[src/design/io_space_pkg.sv]
// Purpose: Shared constants and types for the I/O register space decoder
// Assumes: Register addresses are data-space addresses (I/O + 0x20)
// Notes: One descriptor per implemented register; masks shape access
package io_space_pkg;

  // ----------------------------------------------------------------------
  // Address map
  // ----------------------------------------------------------------------
  localparam int NUM_REGS = 44;
  localparam int REG_IDX_W = 6;
  localparam int IO_ADDR_W = 6;
  localparam int DATA_ADDR_W = 8;
  localparam int BIT_SEL_W = 3;
  localparam logic [7:0] IO_TO_DATA_OFFSET = 8'h20;
  localparam logic [5:0] BIT_OP_IO_LAST = 6'h1F;
  localparam logic [7:0] IO_WINDOW_DATA_FIRST = 8'h20;
  localparam logic [7:0] EXT_DATA_FIRST = 8'h60;
  localparam logic [7:0] EXT_DATA_LAST = 8'hFF;
  localparam logic [7:0] RESET_VALUE = 8'h00;
  localparam logic [7:0] BIT_ZERO_ONEHOT = 8'h01;

  // ----------------------------------------------------------------------
  // Access kinds seen by the decoder
  // ----------------------------------------------------------------------
  // Direct and displaced load/store forms arrive as the plain load/store
  typedef enum logic [7:0] {
    io_read_op = 8'h01,
    io_write_op = 8'h02,
    data_space_load_op = 8'h04,
    data_space_store_op = 8'h08,
    set_io_bit_op = 8'h10,
    clear_io_bit_op = 8'h20,
    skip_if_io_bit_one_op = 8'h40,
    skip_if_io_bit_zero_op = 8'h80
  } op_type;

  typedef struct packed {
    logic valid;
    op_type op;
    logic [DATA_ADDR_W-1:0] addr;
    logic [BIT_SEL_W-1:0] bit_sel;
    logic [7:0] wdata;
  } request_type;

  typedef struct packed {
    logic valid;
    logic hit;
    logic [7:0] rdata;
    logic bit_value;
    logic skip;
  } response_type;

  // addr, readable, writable, write-one-to-clear, live input, hw-set
  typedef struct packed {
    logic [7:0] addr;
    logic [7:0] rd_mask;
    logic [7:0] wr_mask;
    logic [7:0] w1c_mask;
    logic [7:0] live_mask;
    logic [7:0] set_mask;
  } reg_desc_type;

  // ----------------------------------------------------------------------
  // Register descriptors
  // ----------------------------------------------------------------------
  localparam reg_desc_type REG_TABLE [NUM_REGS] = '{
    '{8'h23, 8'hFF, 8'h00, 8'h00, 8'hFF, 8'h00}, // port_b_pin_input
    '{8'h24, 8'hFF, 8'hFF, 8'h00, 8'h00, 8'h00}, // port_b_direction
    '{8'h25, 8'hFF, 8'hFF, 8'h00, 8'h00, 8'h00}, // port_b_output
    '{8'h26, 8'h7F, 8'h00, 8'h00, 8'h7F, 8'h00}, // port_c_pin_input
    '{8'h27, 8'h7F, 8'h7F, 8'h00, 8'h00, 8'h00}, // port_c_direction
    '{8'h28, 8'h7F, 8'h7F, 8'h00, 8'h00, 8'h00}, // port_c_output
    '{8'h29, 8'hFF, 8'h00, 8'h00, 8'hFF, 8'h00}, // port_d_pin_input
    '{8'h2A, 8'hFF, 8'hFF, 8'h00, 8'h00, 8'h00}, // port_d_direction
    '{8'h2B, 8'hFF, 8'hFF, 8'h00, 8'h00, 8'h00}, // port_d_output
    '{8'h35, 8'h07, 8'h07, 8'h07, 8'h00, 8'h07}, // timer0_flags
    '{8'h36, 8'h27, 8'h27, 8'h27, 8'h00, 8'h27}, // timer1_flags
    '{8'h37, 8'h07, 8'h07, 8'h07, 8'h00, 8'h07}, // timer2_flags
    '{8'h3B, 8'h07, 8'h07, 8'h07, 8'h00, 8'h07}, // pin_change_flags
    '{8'h3C, 8'h03, 8'h03, 8'h03, 8'h00, 8'h03}, // external_irq_flags
    '{8'h3D, 8'h03, 8'h03, 8'h00, 8'h00, 8'h00}, // external_irq_mask
    '{8'h3E, 8'hFF, 8'hFF, 8'h00, 8'h00, 8'h00}, // scratch_reg_0
    '{8'h3F, 8'h3F, 8'h3F, 8'h00, 8'h00, 8'h00}, // nvm_data_control
    '{8'h40, 8'hFF, 8'hFF, 8'h00, 8'h00, 8'h00}, // nvm_data_byte
    '{8'h41, 8'hFF, 8'hFF, 8'h00, 8'h00, 8'h00}, // nvm_address_low
    '{8'h42, 8'hFF, 8'hFF, 8'h00, 8'h00, 8'h00}, // nvm_address_high
    '{8'h43, 8'h83, 8'h83, 8'h00, 8'h00, 8'h00}, // prescaler_sync_control
    '{8'h44, 8'hF3, 8'hF3, 8'h00, 8'h00, 8'h00}, // timer0_control_a
    '{8'h45, 8'hCF, 8'hCF, 8'h00, 8'h00, 8'h00}, // timer0_control_b
    '{8'h46, 8'hFF, 8'hFF, 8'h00, 8'h00, 8'h00}, // timer0_count
    '{8'h47, 8'hFF, 8'hFF, 8'h00, 8'h00, 8'h00}, // timer0_compare_a
    '{8'h48, 8'hFF, 8'hFF, 8'h00, 8'h00, 8'h00}, // timer0_compare_b
    '{8'h4A, 8'hFF, 8'hFF, 8'h00, 8'h00, 8'h00}, // scratch_reg_1
    '{8'h4B, 8'hFF, 8'hFF, 8'h00, 8'h00, 8'h00}, // scratch_reg_2
    '{8'h4C, 8'hFF, 8'hFF, 8'h00, 8'h00, 8'h00}, // serial_periph_control
    '{8'h4D, 8'hC1, 8'h01, 8'h00, 8'h00, 8'hC0}, // serial_periph_status
    '{8'h4E, 8'hFF, 8'hFF, 8'h00, 8'h00, 8'h00}, // serial_periph_data
    '{8'h50, 8'hFF, 8'hDF, 8'h10, 8'h20, 8'h10}, // comparator_ctrl_stat
    '{8'h53, 8'h0F, 8'h0F, 8'h00, 8'h00, 8'h00}, // sleep_control
    '{8'h54, 8'h0F, 8'h0F, 8'h00, 8'h00, 8'h0F}, // reset_cause_flags
    '{8'h55, 8'h73, 8'h73, 8'h00, 8'h00, 8'h00}, // core_misc_control
    '{8'h57, 8'hDF, 8'h9F, 8'h00, 8'h40, 8'h00}, // self_program_control
    '{8'h5D, 8'hFF, 8'hFF, 8'h00, 8'h00, 8'h00}, // stack_pointer_low
    '{8'h5E, 8'h07, 8'h07, 8'h00, 8'h00, 8'h00}, // stack_pointer_high
    '{8'h5F, 8'hFF, 8'hFF, 8'h00, 8'h00, 8'h00}, // cpu_status_flags
    '{8'h60, 8'hFF, 8'h7F, 8'h80, 8'h00, 8'h80}, // watchdog_ctrl_stat
    '{8'h61, 8'h8F, 8'h8F, 8'h00, 8'h00, 8'h00}, // clock_divider_control
    '{8'h64, 8'hEF, 8'hEF, 8'h00, 8'h00, 8'h00}, // power_reduction
    '{8'h66, 8'hFF, 8'hFF, 8'h00, 8'h00, 8'h00}, // rc_oscillator_trim
    '{8'h68, 8'h07, 8'h07, 8'h00, 8'h00, 8'h00}  // pin_change_irq_enable
  };

endpackage

[src/design/io_register_space_decoder.sv]
// Purpose: Lower I/O register space of an 8-bit controller, as seen by
//          the core's load/store, I/O and single-bit accesses
// Assumes: One request per cycle; inputs synchronous to clk_in
// Notes: Answer comes one cycle after the request; peripherals sit outside

// How it works
// - Bit set/clear works on I/O 0x00-0x1F
// - Bit tests return one selected bit
// - Flags clear on written one, zero ignored
// - Bit ops never clear other pending flags
// - Bit ops outside 0x00-0x1F do nothing
// - I/O accesses use a six-bit address
// - Data address equals I/O address plus 0x20
// - Extended range reachable by load/store only
module io_register_space_decoder
  import io_space_pkg::*;
(
  input wire logic clk_in,
  input wire logic rst_in,
  input wire request_type req_in,
  input wire logic [NUM_REGS-1:0][7:0] hw_level_in,
  input wire logic [NUM_REGS-1:0][7:0] hw_set_in,
  output response_type resp_out,
  output logic [NUM_REGS-1:0][7:0] reg_image_out
);

  // ----------------------------------------------------------------------
  // Decode helpers
  // ----------------------------------------------------------------------

  // Table search; the hit flag sits in the top bit
  function automatic logic [REG_IDX_W:0] find_reg(
    input logic [DATA_ADDR_W-1:0] daddr
  );
    logic [REG_IDX_W:0] res;
    res = '0;
    for (int k = 0; k < NUM_REGS; k++) begin
      if (REG_TABLE[k].addr == daddr) begin
        res = {1'b1, REG_IDX_W'(k)};
      end
    end
    return res;
  endfunction

  // Visible value: stored bits, live pins merged, reserved bits zero
  function automatic logic [7:0] visible_value(
    input logic [7:0] stored,
    input logic [7:0] live,
    input reg_desc_type desc
  );
    logic [7:0] merged;
    merged = (stored & ~desc.live_mask) | (live & desc.live_mask);
    return merged & desc.rd_mask;
  endfunction

  function automatic logic is_io_op(input op_type op);
    return (op == io_read_op) || (op == io_write_op);
  endfunction

  function automatic logic is_bit_op(input op_type op);
    return (op == set_io_bit_op) || (op == clear_io_bit_op) ||
           (op == skip_if_io_bit_one_op) ||
           (op == skip_if_io_bit_zero_op);
  endfunction

  // ----------------------------------------------------------------------
  // Request decode
  // ----------------------------------------------------------------------
  logic [IO_ADDR_W-1:0] io_addr;
  logic [DATA_ADDR_W-1:0] data_addr;
  logic [REG_IDX_W:0] found;
  logic hit;
  logic [REG_IDX_W-1:0] idx;
  logic bit_range_ok;
  logic addr_legal;
  logic byte_write;
  logic byte_read;
  logic bit_set;
  logic bit_clear;
  logic bit_test;
  logic [7:0] bit_onehot;
  logic [NUM_REGS-1:0][7:0] regs_q;

  always_comb begin
    io_addr = req_in.addr[IO_ADDR_W-1:0];
    if (is_io_op(req_in.op) || is_bit_op(req_in.op)) begin
      // I/O forms map onto the same register as data space
      data_addr = {2'b00, io_addr} + IO_TO_DATA_OFFSET;
    end else begin
      data_addr = req_in.addr;
    end
  end

  always_comb begin
    found = find_reg(data_addr);
    hit = found[REG_IDX_W];
    idx = found[REG_IDX_W-1:0];
  end

  // Six-bit I/O field never reaches 0x60 and up
  always_comb begin
    bit_range_ok = (io_addr <= BIT_OP_IO_LAST);
    if (is_bit_op(req_in.op)) begin
      addr_legal = bit_range_ok;
    end else if (is_io_op(req_in.op)) begin
      addr_legal = (data_addr < EXT_DATA_FIRST);
    end else begin
      addr_legal = (data_addr >= IO_WINDOW_DATA_FIRST) &&
                   (data_addr <= EXT_DATA_LAST);
    end
  end

  always_comb begin
    byte_write = 1'b0;
    byte_read = 1'b0;
    bit_set = 1'b0;
    bit_clear = 1'b0;
    bit_test = 1'b0;
    if (req_in.valid && addr_legal) begin
      case (req_in.op)
        io_write_op: byte_write = 1'b1;
        data_space_store_op: byte_write = 1'b1;
        io_read_op: byte_read = 1'b1;
        data_space_load_op: byte_read = 1'b1;
        set_io_bit_op: bit_set = 1'b1;
        clear_io_bit_op: bit_clear = 1'b1;
        skip_if_io_bit_one_op: bit_test = 1'b1;
        skip_if_io_bit_zero_op: bit_test = 1'b1;
        default: byte_read = 1'b0;
      endcase
    end
  end

  always_comb begin
    bit_onehot = BIT_ZERO_ONEHOT << req_in.bit_sel;
  end

  // ----------------------------------------------------------------------
  // Register storage, two flop sets per descriptor (state and image copy)
  // ----------------------------------------------------------------------
  genvar g;
  generate
    for (g = 0; g < NUM_REGS; g++) begin : g_reg
      logic sel;
      logic [7:0] wr_bits;
      logic [7:0] clr_bits;
      logic [7:0] keep_bits;
      logic [7:0] plain_mask;
      logic [7:0] reg_d;

      always_comb begin
        sel = hit && (idx == REG_IDX_W'(g));
        plain_mask = REG_TABLE[g].wr_mask & ~REG_TABLE[g].w1c_mask;
        keep_bits = regs_q[g];
        wr_bits = 8'h00;
        clr_bits = 8'h00;
        if (sel && byte_write) begin
          // Reserved bits keep zero whatever is written
          keep_bits = regs_q[g] & ~plain_mask;
          wr_bits = req_in.wdata & plain_mask;
          clr_bits = req_in.wdata & REG_TABLE[g].w1c_mask;
        end else if (sel && bit_set) begin
          // Only the addressed bit moves; other flags stay pending
          wr_bits = bit_onehot & plain_mask;
          clr_bits = bit_onehot & REG_TABLE[g].w1c_mask;
        end else if (sel && bit_clear) begin
          // Writing zero to a flag bit leaves it alone
          keep_bits = regs_q[g] & ~(bit_onehot & plain_mask);
        end
        // Hardware event wins over a clear in the same cycle
        reg_d = ((keep_bits | wr_bits) & ~clr_bits) |
                (hw_set_in[g] & REG_TABLE[g].set_mask);
      end

      always_ff @(posedge clk_in or posedge rst_in) begin
        if (rst_in) begin
          regs_q[g] <= RESET_VALUE;
        end else begin
          regs_q[g] <= reg_d;
        end
      end

      always_ff @(posedge clk_in or posedge rst_in) begin
        if (rst_in) begin
          reg_image_out[g] <= RESET_VALUE;
        end else begin
          reg_image_out[g] <= reg_d;
        end
      end
    end
  endgenerate

  // ----------------------------------------------------------------------
  // Read path
  // ----------------------------------------------------------------------
  logic [7:0] read_value;
  logic selected_bit;
  logic want_one;

  // Unmapped or reserved locations simply read as zero
  always_comb begin
    read_value = 8'h00;
    if (hit) begin
      read_value = visible_value(regs_q[idx], hw_level_in[idx],
                                 REG_TABLE[idx]);
    end
  end

  always_comb begin
    selected_bit = read_value[req_in.bit_sel];
    want_one = (req_in.op == skip_if_io_bit_one_op);
  end

  // ----------------------------------------------------------------------
  // Answer register
  // ----------------------------------------------------------------------
  always_ff @(posedge clk_in or posedge rst_in) begin
    if (rst_in) begin
      resp_out <= '0;
    end else begin
      resp_out.valid <= req_in.valid;
      resp_out.hit <= req_in.valid && addr_legal && hit;
      resp_out.rdata <= byte_read ? read_value : 8'h00;
      resp_out.bit_value <= bit_test && selected_bit;
      resp_out.skip <= bit_test && (selected_bit == want_one);
    end
  end

  // Stores to reserved locations fall through the table search and are
  // dropped, so a stray write cannot disturb a neighbour

endmodule // io_register_space_decoder

[config.mk]
export PLATFORM = sky130hd
export DESIGN_NAME = io_register_space_decoder
export DESIGN_NICKNAME = d
export VERILOG_FILES = /design/src/design/io_space_pkg.sv /design/src/design/io_register_space_decoder.sv
export SDC_FILE = /design/constraint.sdc
export NUM_CORES = 1
export LEC_CHECK = 0
export ABC_CLOCK_PERIOD_IN_PS = 10940
export BUFFER_PORTS_ARGS = -buffer_cell sky130_fd_sc_hd__clkbuf_2
export CORE_AREA = 5 5 419 421
export DETAILED_ROUTE_END_ITERATION = 7
export DIE_AREA = 0 0 424 426
export GPL_ROUTABILITY_DRIVEN = 1
export PLACE_DENSITY = 0.31
export SLEW_MARGIN = 20
export SYNTH_ARGS = -nofsm -noshare
export SYNTH_HDL_FRONTEND = slang
export SYNTH_SLANG_ARGS = --single-unit
[constraint.sdc]
create_clock -name clk_in -period 10.94 [get_ports clk_in]
set_input_delay 1.094 -clock clk_in [delete_from_list [all_inputs] [get_ports clk_in]]
set_output_delay 1.094 -clock clk_in [all_outputs]
set_load 0.005 [all_outputs]
==> results of run 1 <==
cells in the mapped netlist (12+ instances only):
library cell | instances | area (µm²)
o21ai_0 | 199 | 996
and3_1 | 23 | 144
mux2_2 | 183 | 2060
clkbuf_1 | 67 | 251
and2_1 | 14 | 87.6
a221oi_1 | 14 | 123
a31oi_1 | 26 | 163
a211oi_1 | 12 | 90.1
nand3_1 | 88 | 440
buf_4 | 108 | 811
a32oi_1 | 16 | 140
nor3_1 | 22 | 110
o21a_1 | 13 | 97.6
dfrtp_1 | 263 | 6580
a21oi_1 | 79 | 395
buf_2 | 37 | 185
a22oi_1 | 29 | 218
nor2_1 | 82 | 308
mux2i_1 | 34 | 340
nand2_1 | 285 | 1070
o211ai_1 | 19 | 143
nand2b_1 | 20 | 125
o22ai_1 | 17 | 106
report_power, final:
group	internal (mW)	switching [mW]	total [mW]	leakage, nW
Combinational	0.0950	0.299	0.394	5.41
Sequential	0.974	0.00119	0.975	3.55
Clock	0.756	0.520	1.28	0.595
Total	1.82	0.820	2.64	9.56
worst max-delay path: stages:
cell,delay (ns)
clkbuf_2,0.14
nor4b_1,0.75
a211oi_1,0.25
o211ai_1,0.75
a22o_1,0.30
nand4_1,0.36
clkinv_2,0.20
buf_4,0.43
a21oi_1,0.19
buf_4,0.26
a32oi_1,0.54
a21oi_1,0.16
a211oi_1,0.55
nor3_1,0.20
a2111oi_0,0.47
nand2_1,0.07
or4_1,0.63
mux2_1,0.40
cell families (layout without fill, tap and decap cells):
family	after synthesis	count (layout)	synth area share (%)
adder cells (fa/ha/maj)	7	7	0.527
AND/OR/NAND/NOR	602	602	16.7
AO/OA/AOI/OAI	514	514	19.9
other	1	110	0.0226
multiplexers	218	218	14.5
flip-flops	263	263	39.6
buffers and inverters	236	537	8.45
XOR/XNOR	6	6	0.316
final timing paths:
kind | slack (ns) | startpoint | depth (start not counted) | end
worst max register to register | 7.10 | reg_image_out[188]$_DFF_PP0_ | 9 | resp_out[0]$_DFF_PP0_
worst max-delay path | 3.62 | req_in[26] | 18 | resp_out[0]$_DFF_PP0_
max in group asynchronous | 8.94 | rst_in | 3 | reg_image_out[190]$_DFF_PP0_
worst min register to register | 0.52 | reg_image_out[239]$_DFF_PP0_ | 1 | reg_image_out[239]$_DFF_PP0_
worst min-delay path | 0.52 | reg_image_out[239]$_DFF_PP0_ | 1 | reg_image_out[239]$_DFF_PP0_
min in group asynchronous | 0.59 | rst_in | 2 | reg_image_out[193]$_DFF_PP0_
layout make-up:
| type | instances | area [µm²] | area share, % |
|---|---|---|---|
| clock buffers | 51 | 1030 | 4.63 |
| inverters | 9 | 47.5 | 0.214 |
| clock inverters | 11 | 189 | 0.850 |
| diodes | 9 | 22.5 | 0.101 |
| well taps | 2233 | 2790 | 12.6 |
| multi-input cells | 1448 | 9070 | 40.8 |
| flip-flops and latches | 263 | 6580 | 29.6 |
| repair buffers | 466 | 2490 | 11.2 |
layer usage:
layer  vias up  share of wire [%]  wire (µm)  global-route usage [%]
met2       696                 49      63400                    23.7
li1       7337                  -          -                       -
met3       128                7.9      10200                    4.19
met4         2                3.6       4550                    4.37
met1      8712                 39      50100                    15.9
met5         -             0.0094         12                       0
through the flow:
stage                     instance area (µm²)  hold slack (ns)
after detailed placement                21000            0.521
after global routing                    22200            0.554
after floorplan                         17000            0.488
after global placement                  21000            0.509
final                                   22200            0.522
after CTS                               22200            0.534
cell usage in the layout, fill, tap and decap left out, types with 6 or more instances in the layout:
| master | count |
|---|---|
| nand2b_1 | 20 |
| mux2_2 | 183 |
| buf_4 | 58 |
| dfrtp_1 | 263 |
| nand3_1 | 86 |
| mux2i_1 | 34 |
| nor3b_1 | 9 |
| clkbuf_1 | 10 |
| nor4_1 | 9 |
| clkbuf_16 | 38 |
| nand4_1 | 11 |
| o22ai_1 | 17 |
| ha_1 | 7 |
| a221oi_1 | 14 |
| diode_2 | 9 |
| a221o_1 | 8 |
| o211ai_1 | 19 |
| o221ai_1 | 6 |
| a211o_1 | 6 |
| or2_2 | 6 |
| and2_1 | 14 |
| o21ai_0 | 199 |
| clkbuf_2 | 407 |
| conb_1 | 101 |
| o21a_1 | 13 |
| nand2_1 | 285 |
| a22oi_1 | 29 |
| a32oi_1 | 16 |
| a21oi_1 | 78 |
| a311oi_1 | 10 |
| nor3_1 | 21 |
| a211oi_1 | 12 |
| a31oi_1 | 26 |
| nor2_1 | 81 |
| and3_1 | 23 |
registers in the layout (all words and copies together) (netlist names):
name           flops
resp_out          12
reg_image_out    251
==> impl_metrics.env, run 1 <==
export IMPL_status="finished clean"
export IMPL_synth_area_per_cell_um2=9.00
export IMPL_fin_util_pct=13.0
export IMPL_fin_setup_tns_ns=0
export IMPL_period_minus_slack_ns=7.32
export IMPL_cts_buffers=37
export IMPL_num_nets_final=2966
export IMPL_maxCapViolCount=0
export IMPL_p_per_area_nw_per_um2=119
export IMPL_yosysSeqAreaShare_pct=39.6
export IMPL_peakVddDrop_v=0.0000858
export IMPL_rsz0062_at_grt="no"
export IMPL_row_count=152
export IMPL_fp_dieArea_um2=181000
export IMPL_synthArstFlopShare_pct=100
export IMPL_yosys_warnings=0
export IMPL_finalCritPeriodShare_pct=66.9
export IMPL_io_buffers=407
export IMPL_grt_pass1_vias=16800
export IMPL_synth_seq_cells=263
export IMPL_vias_per_cell=3.76
export IMPL_antenna_found_initial=16
export IMPL_grt_pass1_wl_um=167000
export IMPL_synth_edff_count=0
export IMPL_clockRootBuffer="clkbuf_16"
export IMPL_ys_types=83
export IMPL_worst_pin_slew_ns=1.12
export IMPL_routed_wl_um=128000
export IMPL_slew_headroom_pct=25.1
export IMPL_path_clk_slew_ns=0.05
export IMPL_critical_path_required_ns=11.41
export IMPL_route_detailed_drc=0
export IMPL_critPathArrivalTime_ns=7.78
export IMPL_cp_end_kind="register"
export IMPL_post_place_ws_ns=2.96
export IMPL_via_count=16900
export IMPL_hpwlAfterDp_um=101000
export IMPL_synth_area_um2=16600
export IMPL_clockBufferDepth=3
export IMPL_power_total_mw=2.64
export IMPL_min_path_type="reg -> reg"
export IMPL_die_x_um=424
export IMPL_final_setup_skew_ns=0.0402
export IMPL_initial_utilization_pct=9.72
export IMPL_drtIter0Drc=1350
export IMPL_num_io_pins=1098
export IMPL_dp_cells=4419
export IMPL_syn_instance_count=1847
export IMPL_report_final_slew_viol_count=0
export IMPL_cts_resized=0
export IMPL_die_h_um=426
export IMPL_detail_route_antenna_nets=0
export IMPL_track_usage_pct=13.6
export IMPL_cts_sinks=263
export IMPL_grt_remaining_overflow=0
export IMPL_grt_max_degree=123
export IMPL_critPathMaxFanout=25
export IMPL_cts_setup_buffers=0
export IMPL_htree_levels=2
export IMPL_ctsHoldBuffers=0
export IMPL_dr_pass1_iters=6
export IMPL_drive_above_1_share_pct=32.9
export IMPL_syn_to_final_growth_pct=33.7
export IMPL_synthFlopType="dfrtp_1"
export IMPL_cp_start_kind="primary input"
export IMPL_finalWorstSetupSlack_ns=3.62
export IMPL_cts_tree="yes"
export IMPL_instances_no_fill=4490
export IMPL_setup_viol=0
export IMPL_max_freq_mhz=137
export IMPL_power_leakage_nw=9.56
export IMPL_clk_latency_ns=0.60
export IMPL_criticalPathCategory="in -> reg"
export IMPL_place_congestion=0.841
export IMPL_route_detailed_wl_per_inst_um=28.6
export IMPL_timing_final_hold_violations=0
export IMPL_fill_cells=19700
export IMPL_core_area_um2=171000
Note: power is estimated with default switching activity, not from simulation.
==> inputs of run 2 (changes only) <==
--- a/config.mk
+++ b/config.mk
@@ -5,13 +5,13 @@
 export SDC_FILE = /design/constraint.sdc
 export NUM_CORES = 1
 export LEC_CHECK = 0
-export ABC_CLOCK_PERIOD_IN_PS = 10940
+export ABC_CLOCK_PERIOD_IN_PS = 6100
 export BUFFER_PORTS_ARGS = -buffer_cell sky130_fd_sc_hd__clkbuf_2
 export CORE_AREA = 5 5 419 421
 export DETAILED_ROUTE_END_ITERATION = 7
 export DIE_AREA = 0 0 424 426
 export GPL_ROUTABILITY_DRIVEN = 1
-export PLACE_DENSITY = 0.31
+export PLACE_DENSITY = 0.32
 export SLEW_MARGIN = 20
 export SYNTH_ARGS = -nofsm -noshare
 export SYNTH_HDL_FRONTEND = slang
==> constraint.sdc (replaced) <==
create_clock -name clk_in -period 6.1 [get_ports clk_in]
set_input_delay 0.61 -clock clk_in [delete_from_list [all_inputs] [get_ports clk_in]]
set_output_delay 0.61 -clock clk_in [all_outputs]
set_load 0.005 [all_outputs]
==> impl_metrics.env, run 2 (synthesis gave the netlist of run 1 again) <==
export IMPL_antenna_found_initial=13
export IMPL_place_area_um2=22300
export IMPL_detail_route_antenna_nets=0
export IMPL_clockRootBuffer="clkbuf_16"
export IMPL_grt_pass1_wl_um=169000
export IMPL_cts_tree="yes"
export IMPL_cts_resized=0
export IMPL_dp_cells=4566
export IMPL_num_io_pins=1098
export IMPL_routed_wl_um=129000
export IMPL_instances_no_fill=4629
export IMPL_syn_to_final_growth_pct=41.1
export IMPL_setup_viol=0
export IMPL_dr_pass1_iters=5
export IMPL_track_usage_pct=13.6
export IMPL_timing_final_hold_violations=0
export IMPL_grt_max_degree=113
export IMPL_hpwlAfterDp_um=105000
export IMPL_clockBufferDepth=3
export IMPL_postLayoutCellArea_um2=23500
export IMPL_maxCapViolCount=0
export IMPL_top_regs="reg_image_out: 251 flops, resp_out: 12 flops"
export IMPL_period_minus_slack_ns=5.62
export IMPL_criticalPathCategory="in -> reg"
export IMPL_die_x_um=424
export IMPL_cp_start_kind="primary input"
export IMPL_critical_path_required_ns=6.56
export IMPL_grt_remaining_overflow=0
export IMPL_fp_dieArea_um2=181000
export IMPL_cts_setup_buffers=0
export IMPL_fin_util_pct=13.7
export IMPL_final_cell_mix="clkbuf_2 (407), nand2_1 (285), dfrtp_1 (263)"
export IMPL_num_nets_final=3113
export IMPL_slew_headroom_pct=29.0
export IMPL_status="finished clean"
export IMPL_core_area_um2=171000
export IMPL_power_leakage_nw=10.3
export IMPL_finalCritPeriodShare_pct=92.1
export IMPL_vias_per_cell=3.80
export IMPL_htree_levels=2
export IMPL_timing_hold_ws_ns=0.116
export IMPL_grt_pass1_vias=17600
export IMPL_final_setup_skew_ns=0.0359
export IMPL_route_detailed_drc=0
export IMPL_cp_end_kind="register"
export IMPL_drtIter0Drc=1320
export IMPL_report_final_slew_viol_count=0
export IMPL_cts_buffers=37
export IMPL_drive_above_1_share_pct=36.8
export IMPL_rsz0062_at_grt="no"
export IMPL_via_count=17600
export IMPL_io_buffers=407
export IMPL_ctsHoldBuffers=0
export IMPL_initial_utilization_pct=9.72
export IMPL_path_clk_slew_ns=0.06
export IMPL_worst_pin_slew_ns=1.07
export IMPL_route_detailed_wl_per_inst_um=27.8
export IMPL_cts_sinks=263
export IMPL_max_freq_mhz=178
export IMPL_place_congestion=0.879
export IMPL_min_path_type="in -> async"
export IMPL_layout_cells_most_common="clkbuf_2"
export IMPL_die_h_um=426
export IMPL_row_count=152
export IMPL_post_place_ws_ns=-0.102
export IMPL_finalWorstSetupSlack_ns=0.484
export IMPL_top_register="reg_image_out"
export IMPL_peakVddDrop_v=0.000185
export IMPL_clk_latency_ns=0.61
export IMPL_critPathArrivalTime_ns=6.08
export IMPL_p_per_area_nw_per_um2=205
export IMPL_largest_reg_flops=251
export IMPL_critPathMaxFanout=7
[run 2: per-layer routing]
| layer | GRT usage [%] | part of all wire [%] | vias to the layer above |
|---|---|---|---|
| met2 | 24.3 | 50 | 690 |
| met3 | 3.41 | 6.7 | 115 |
| met5 | 0 | 0.010 | - |
| li1 | - | - | 7635 |
| met4 | 3.86 | 3.0 | 2 |
| met1 | 16.2 | 40 | 9128 |
[run 2: path summary, 6_finish.rpt]
kind / from / to / slack [ns] / cells past startpoint
worst max-delay path: req_in[26] / resp_out[0]$_DFF_PP0_ / 0.48 / 20
worst min-delay path: rst_in / reg_image_out[185]$_DFF_PP0_ / 0.12 / 2
worst max register to register: reg_image_out[128]$_DFF_PP0_ / resp_out[0]$_DFF_PP0_ / 2.45 / 13
worst min register to register: reg_image_out[239]$_DFF_PP0_ / reg_image_out[239]$_DFF_PP0_ / 0.51 / 1
max in group asynchronous: rst_in / reg_image_out[206]$_DFF_PP0_ / 4.61 / 4
min in group clk_in: req_in[27] / resp_out[11]$_DFF_PP0_ / 0.19 / 1
[run 2: power breakdown]
part	internal (mW)	switching [mW]	total, mW	leakage [nW]
registers	1.75	0.00177	1.75	3.55
logic	0.259	0.549	0.808	6.18
clock network	1.30	0.945	2.25	0.568
[run 2: cell type report]
cell class | count | area (µm²)
repair buffers | 613 | 3800
well taps | 2233 | 2790
clock inverters | 9 | 145
fillers | 19500 | 148000
flip-flops and latches | 263 | 6580
multi-input cells | 1448 | 9060
clock buffers | 53 | 1030
inverters | 9 | 43.8
diodes | 1 | 2.50
[run 2: critical path, stage by stage]
cell      delay, ns
clkbuf_2       0.14
nor4b_1        0.52
a211oi_1       0.21
o211a_4        0.34
o32ai_1        0.34
and4_4         0.44
nand2_4        0.14
ha_1           0.37
inv_1          0.11
nand4_1        0.08
mux2i_1        0.29
nand2_1        0.19
nor4_1         0.36
buf_4          0.19
nor4_1         0.05
buf_4          0.17
a221o_1        0.33
or4_1          0.63
buf_4          0.22
mux2_1         0.31
[run 2: metrics by stage]
step           total power, mW  setup TNS (ns)
2_1_floorplan             2.16               0
3_3_place_gp              2.60          -0.126
3_5_place_dp              2.60          -0.102
4_1_cts                   4.87               0
5_1_grt                   4.96               0
6_report                  4.80               0
==> inputs of run 3 (changes only) <==
--- a/config.mk
+++ b/config.mk
@@ -6,12 +6,13 @@
 export NUM_CORES = 1
 export LEC_CHECK = 0
 export ABC_CLOCK_PERIOD_IN_PS = 6100
-export BUFFER_PORTS_ARGS = -buffer_cell sky130_fd_sc_hd__clkbuf_2
+export CAP_MARGIN = 30
 export CORE_AREA = 5 5 419 421
 export DETAILED_ROUTE_END_ITERATION = 7
 export DIE_AREA = 0 0 424 426
+export DONT_BUFFER_PORTS = 1
 export GPL_ROUTABILITY_DRIVEN = 1
-export PLACE_DENSITY = 0.32
+export PLACE_DENSITY = 0.3
 export SLEW_MARGIN = 20
 export SYNTH_ARGS = -nofsm -noshare
 export SYNTH_HDL_FRONTEND = slang
==> impl_metrics.env, run 3 (synthesis gave the netlist of run 1 again) <==
export IMPL_pwr_share_clk_pct=49.7
export IMPL_dp_cells=4127
export IMPL_p_sw_share_pct=29.9
export IMPL_crit_slowest_cell="nor4b_1"
export IMPL_grt_pass1_vias=15600
export IMPL_cts_tree="yes"
export IMPL_r2r_cells=13
export IMPL_rrSetupSlack_ns=2.29
export IMPL_p_per_area_nw_per_um2=226
export IMPL_rsz0062_at_grt="no"
export IMPL_cts_sinks=263
export IMPL_internal_power_mw=3.36
export IMPL_r2r_start="reg_image_out[129]$_DFF_PP0_"
export IMPL_die_x_um=424
export IMPL_grt_pass1_wl_um=166000
export IMPL_cts_setup_buffers=0
export IMPL_slowest_delay_ns=0.70
export IMPL_cp_top_family="simple AND/OR/NAND/NOR gates"
export IMPL_core_area_um2=171000
export IMPL_final_cell_mix="nand2_1 (285), dfrtp_1 (263), o21ai_0 (199)"
export IMPL_cts_resized=0
export IMPL_instances_no_fill=4197
export IMPL_clk_latency_ns=0.61
export IMPL_layout_cells_most_common="nand2_1"
export IMPL_syn_to_final_growth_pct=27.8
export IMPL_initial_utilization_pct=9.72
export IMPL_detail_route_antenna_nets=0
export IMPL_r2r_end="resp_out[0]$_DFF_PP0_"
export IMPL_row_count=152
export IMPL_grt_remaining_overflow=0
export IMPL_vias_per_cell=3.80
export IMPL_peakVddDrop_v=0.000176
export IMPL_num_io_pins=1098
export IMPL_place_congestion=0.866
export IMPL_status="finished clean"
export IMPL_fill_cells=19600
export IMPL_critPathArrivalTime_ns=6.26
export IMPL_path_buf_inv=5
export IMPL_clockBufferDepth=3
export IMPL_hpwlAfterDp_um=105000
export IMPL_dr_pass1_iters=5
export IMPL_worstPathCellList="nor4b_1 -> a211oi_1 -> o211ai_1 -> a22o_1 -> nand4_1 -> buf_12 -> inv_4 -> buf_12 -> ha_1 -> nand4_1 -> mux2i_1 -> buf_4 -> nand4b_1 -> o21ai_0 -> nor3_1 -> a2111oi_0 -> nand2_1 -> or4_1 -> buf_4 -> mux2_1"
export IMPL_power_frac_seq_pct=36.5
export IMPL_ctsHoldBuffers=0
export IMPL_critical_path_required_ns=6.57
export IMPL_die_h_um=426
export IMPL_route_detailed_wl_per_inst_um=30.8
export IMPL_cts_buffers=38
export IMPL_route_detailed_drc=0
export IMPL_drive_above_1_share_pct=23.1
export IMPL_routed_wl_um=129000
export IMPL_max_freq_mhz=173
export IMPL_period_minus_slack_ns=5.79
export IMPL_slew_headroom_pct=31.7
export IMPL_antenna_found_initial=16
export IMPL_p_comb_share_pct=13.8
export IMPL_track_usage_pct=13.7
export IMPL_cp_end_kind="register"
export IMPL_path_clk_slew_ns=0.06
export IMPL_seq_area_um2=6580
export IMPL_min_path_type="in -> async"
export IMPL_largest_reg_flops=251
export IMPL_fin_setup_tns_ns=0
export IMPL_drtIter0Drc=1248
export IMPL_worst_pin_slew_ns=1.03
export IMPL_finalCritPeriodShare_pct=94.9
export IMPL_via_count=16000
export IMPL_io_buffers=0
export IMPL_top_register="reg_image_out"
export IMPL_p_sw_mw=1.43
export IMPL_fp_dieArea_um2=181000
export IMPL_clockRootBuffer="clkbuf_16"
export IMPL_criticalPathCategory="in -> reg"
export IMPL_cp_start_kind="primary input"
export IMPL_multi_input_area_um2=9060
export IMPL_final_setup_skew_ns=0.0262
export IMPL_grt_max_degree=124
export IMPL_setup_viol=0
export IMPL_critPathMaxFanout=12
export IMPL_report_final_slew_viol_count=0
export IMPL_power_leakage_nw=8.39
export IMPL_top_regs="reg_image_out: 251 flops, resp_out: 12 flops"
export IMPL_htree_levels=2
export IMPL_maxCapViolCount=0
export IMPL_timing_final_hold_violations=0
export IMPL_num_nets_final=2676
-- run 3: cell count changes in the layout (fill, tap and decap cells not counted), moves of 3 or more --
cell	delta
buf_12	-6
buf_4	-27
clkbuf_1	-3
clkbuf_2	-406
clkbuf_8	+5
-- run 3: worst reg2reg max path, delay by kind of cell, from the launching register on --
| kind | cells | cell delay (ns) |
|---|---|---|
| AOI/OAI and AO/OA | 5 | 1.12 |
| buffers and inverters | 4 | 0.80 |
| DFF | 1 | 0.53 |
| muxes | 1 | 0.32 |
| and+or+nand+nor | 3 | 0.91 |
-- run 3: metrics by stage --
stage | instance area (µm²) | utilization [%] | total power, mW | hold WS [ns] | setup WS, ns
5_1_grt | 21200 | 12.4 | 4.95 | 0.0147 | 0.112
3_5_place_dp | 19900 | 11.7 | 2.45 | 0.533 | -0.316
3_3_place_gp | 19900 | 11.6 | 2.46 | 0.530 | -0.298
6_report | 21200 | 12.4 | 4.79 | 0.0153 | 0.311
4_1_cts | 21200 | 12.4 | 4.87 | 0.00460 | 0.295
2_1_floorplan | 17000 | - | 2.16 | 0.488 | 0.767
-- run 3: area by class of cell --
type	count	share of cell area, %
Multi-Input combinational cell	1448	42.7
Clock buffer	57	5.34
Antenna cell	3	0.0354
Sequential cell	263	31.0
Tap cell	2233	13.2
Clock inverter	9	0.695
Timing Repair Buffer	175	6.92
Inverter	9	0.212
-- run 3: power groups by stage --
stage	clock (mW)	combinational [mW]	sequential [mW]
global placement	0	0.674	1.78
floorplan	0	0.376	1.78
global route	2.50	0.700	1.75
finish	2.38	0.662	1.75
detailed placement	0	0.670	1.78
CTS	2.45	0.673	1.75
-- run 3: how the worst max path moves through the flow --
stage | start | end | slack, ns | cells after the start
after CTS | req_in[23] | resp_out[0]$_DFF_PP0_ | 0.29 | 18
after global placement | req_in[23] | resp_out[0]$_DFF_PP0_ | -0.30 | 21
after detailed placement | req_in[23] | resp_out[0]$_DFF_PP0_ | -0.32 | 18
after floorplan | req_in[26] | resp_out[0]$_DFF_PP0_ | 0.77 | 21
after global routing | req_in[23] | resp_out[0]$_DFF_PP0_ | 0.11 | 18
final | req_in[23] | resp_out[0]$_DFF_PP0_ | 0.31 | 20
-- run 3: layer usage --
layer	routed length (µm)	global-route usage, %	part of all wire (%)
met1	49200	15.5	38
met2	64300	24.1	50
met3	12400	5.23	9.6
met4	3590	3.52	2.8
met5	21	0	0.016
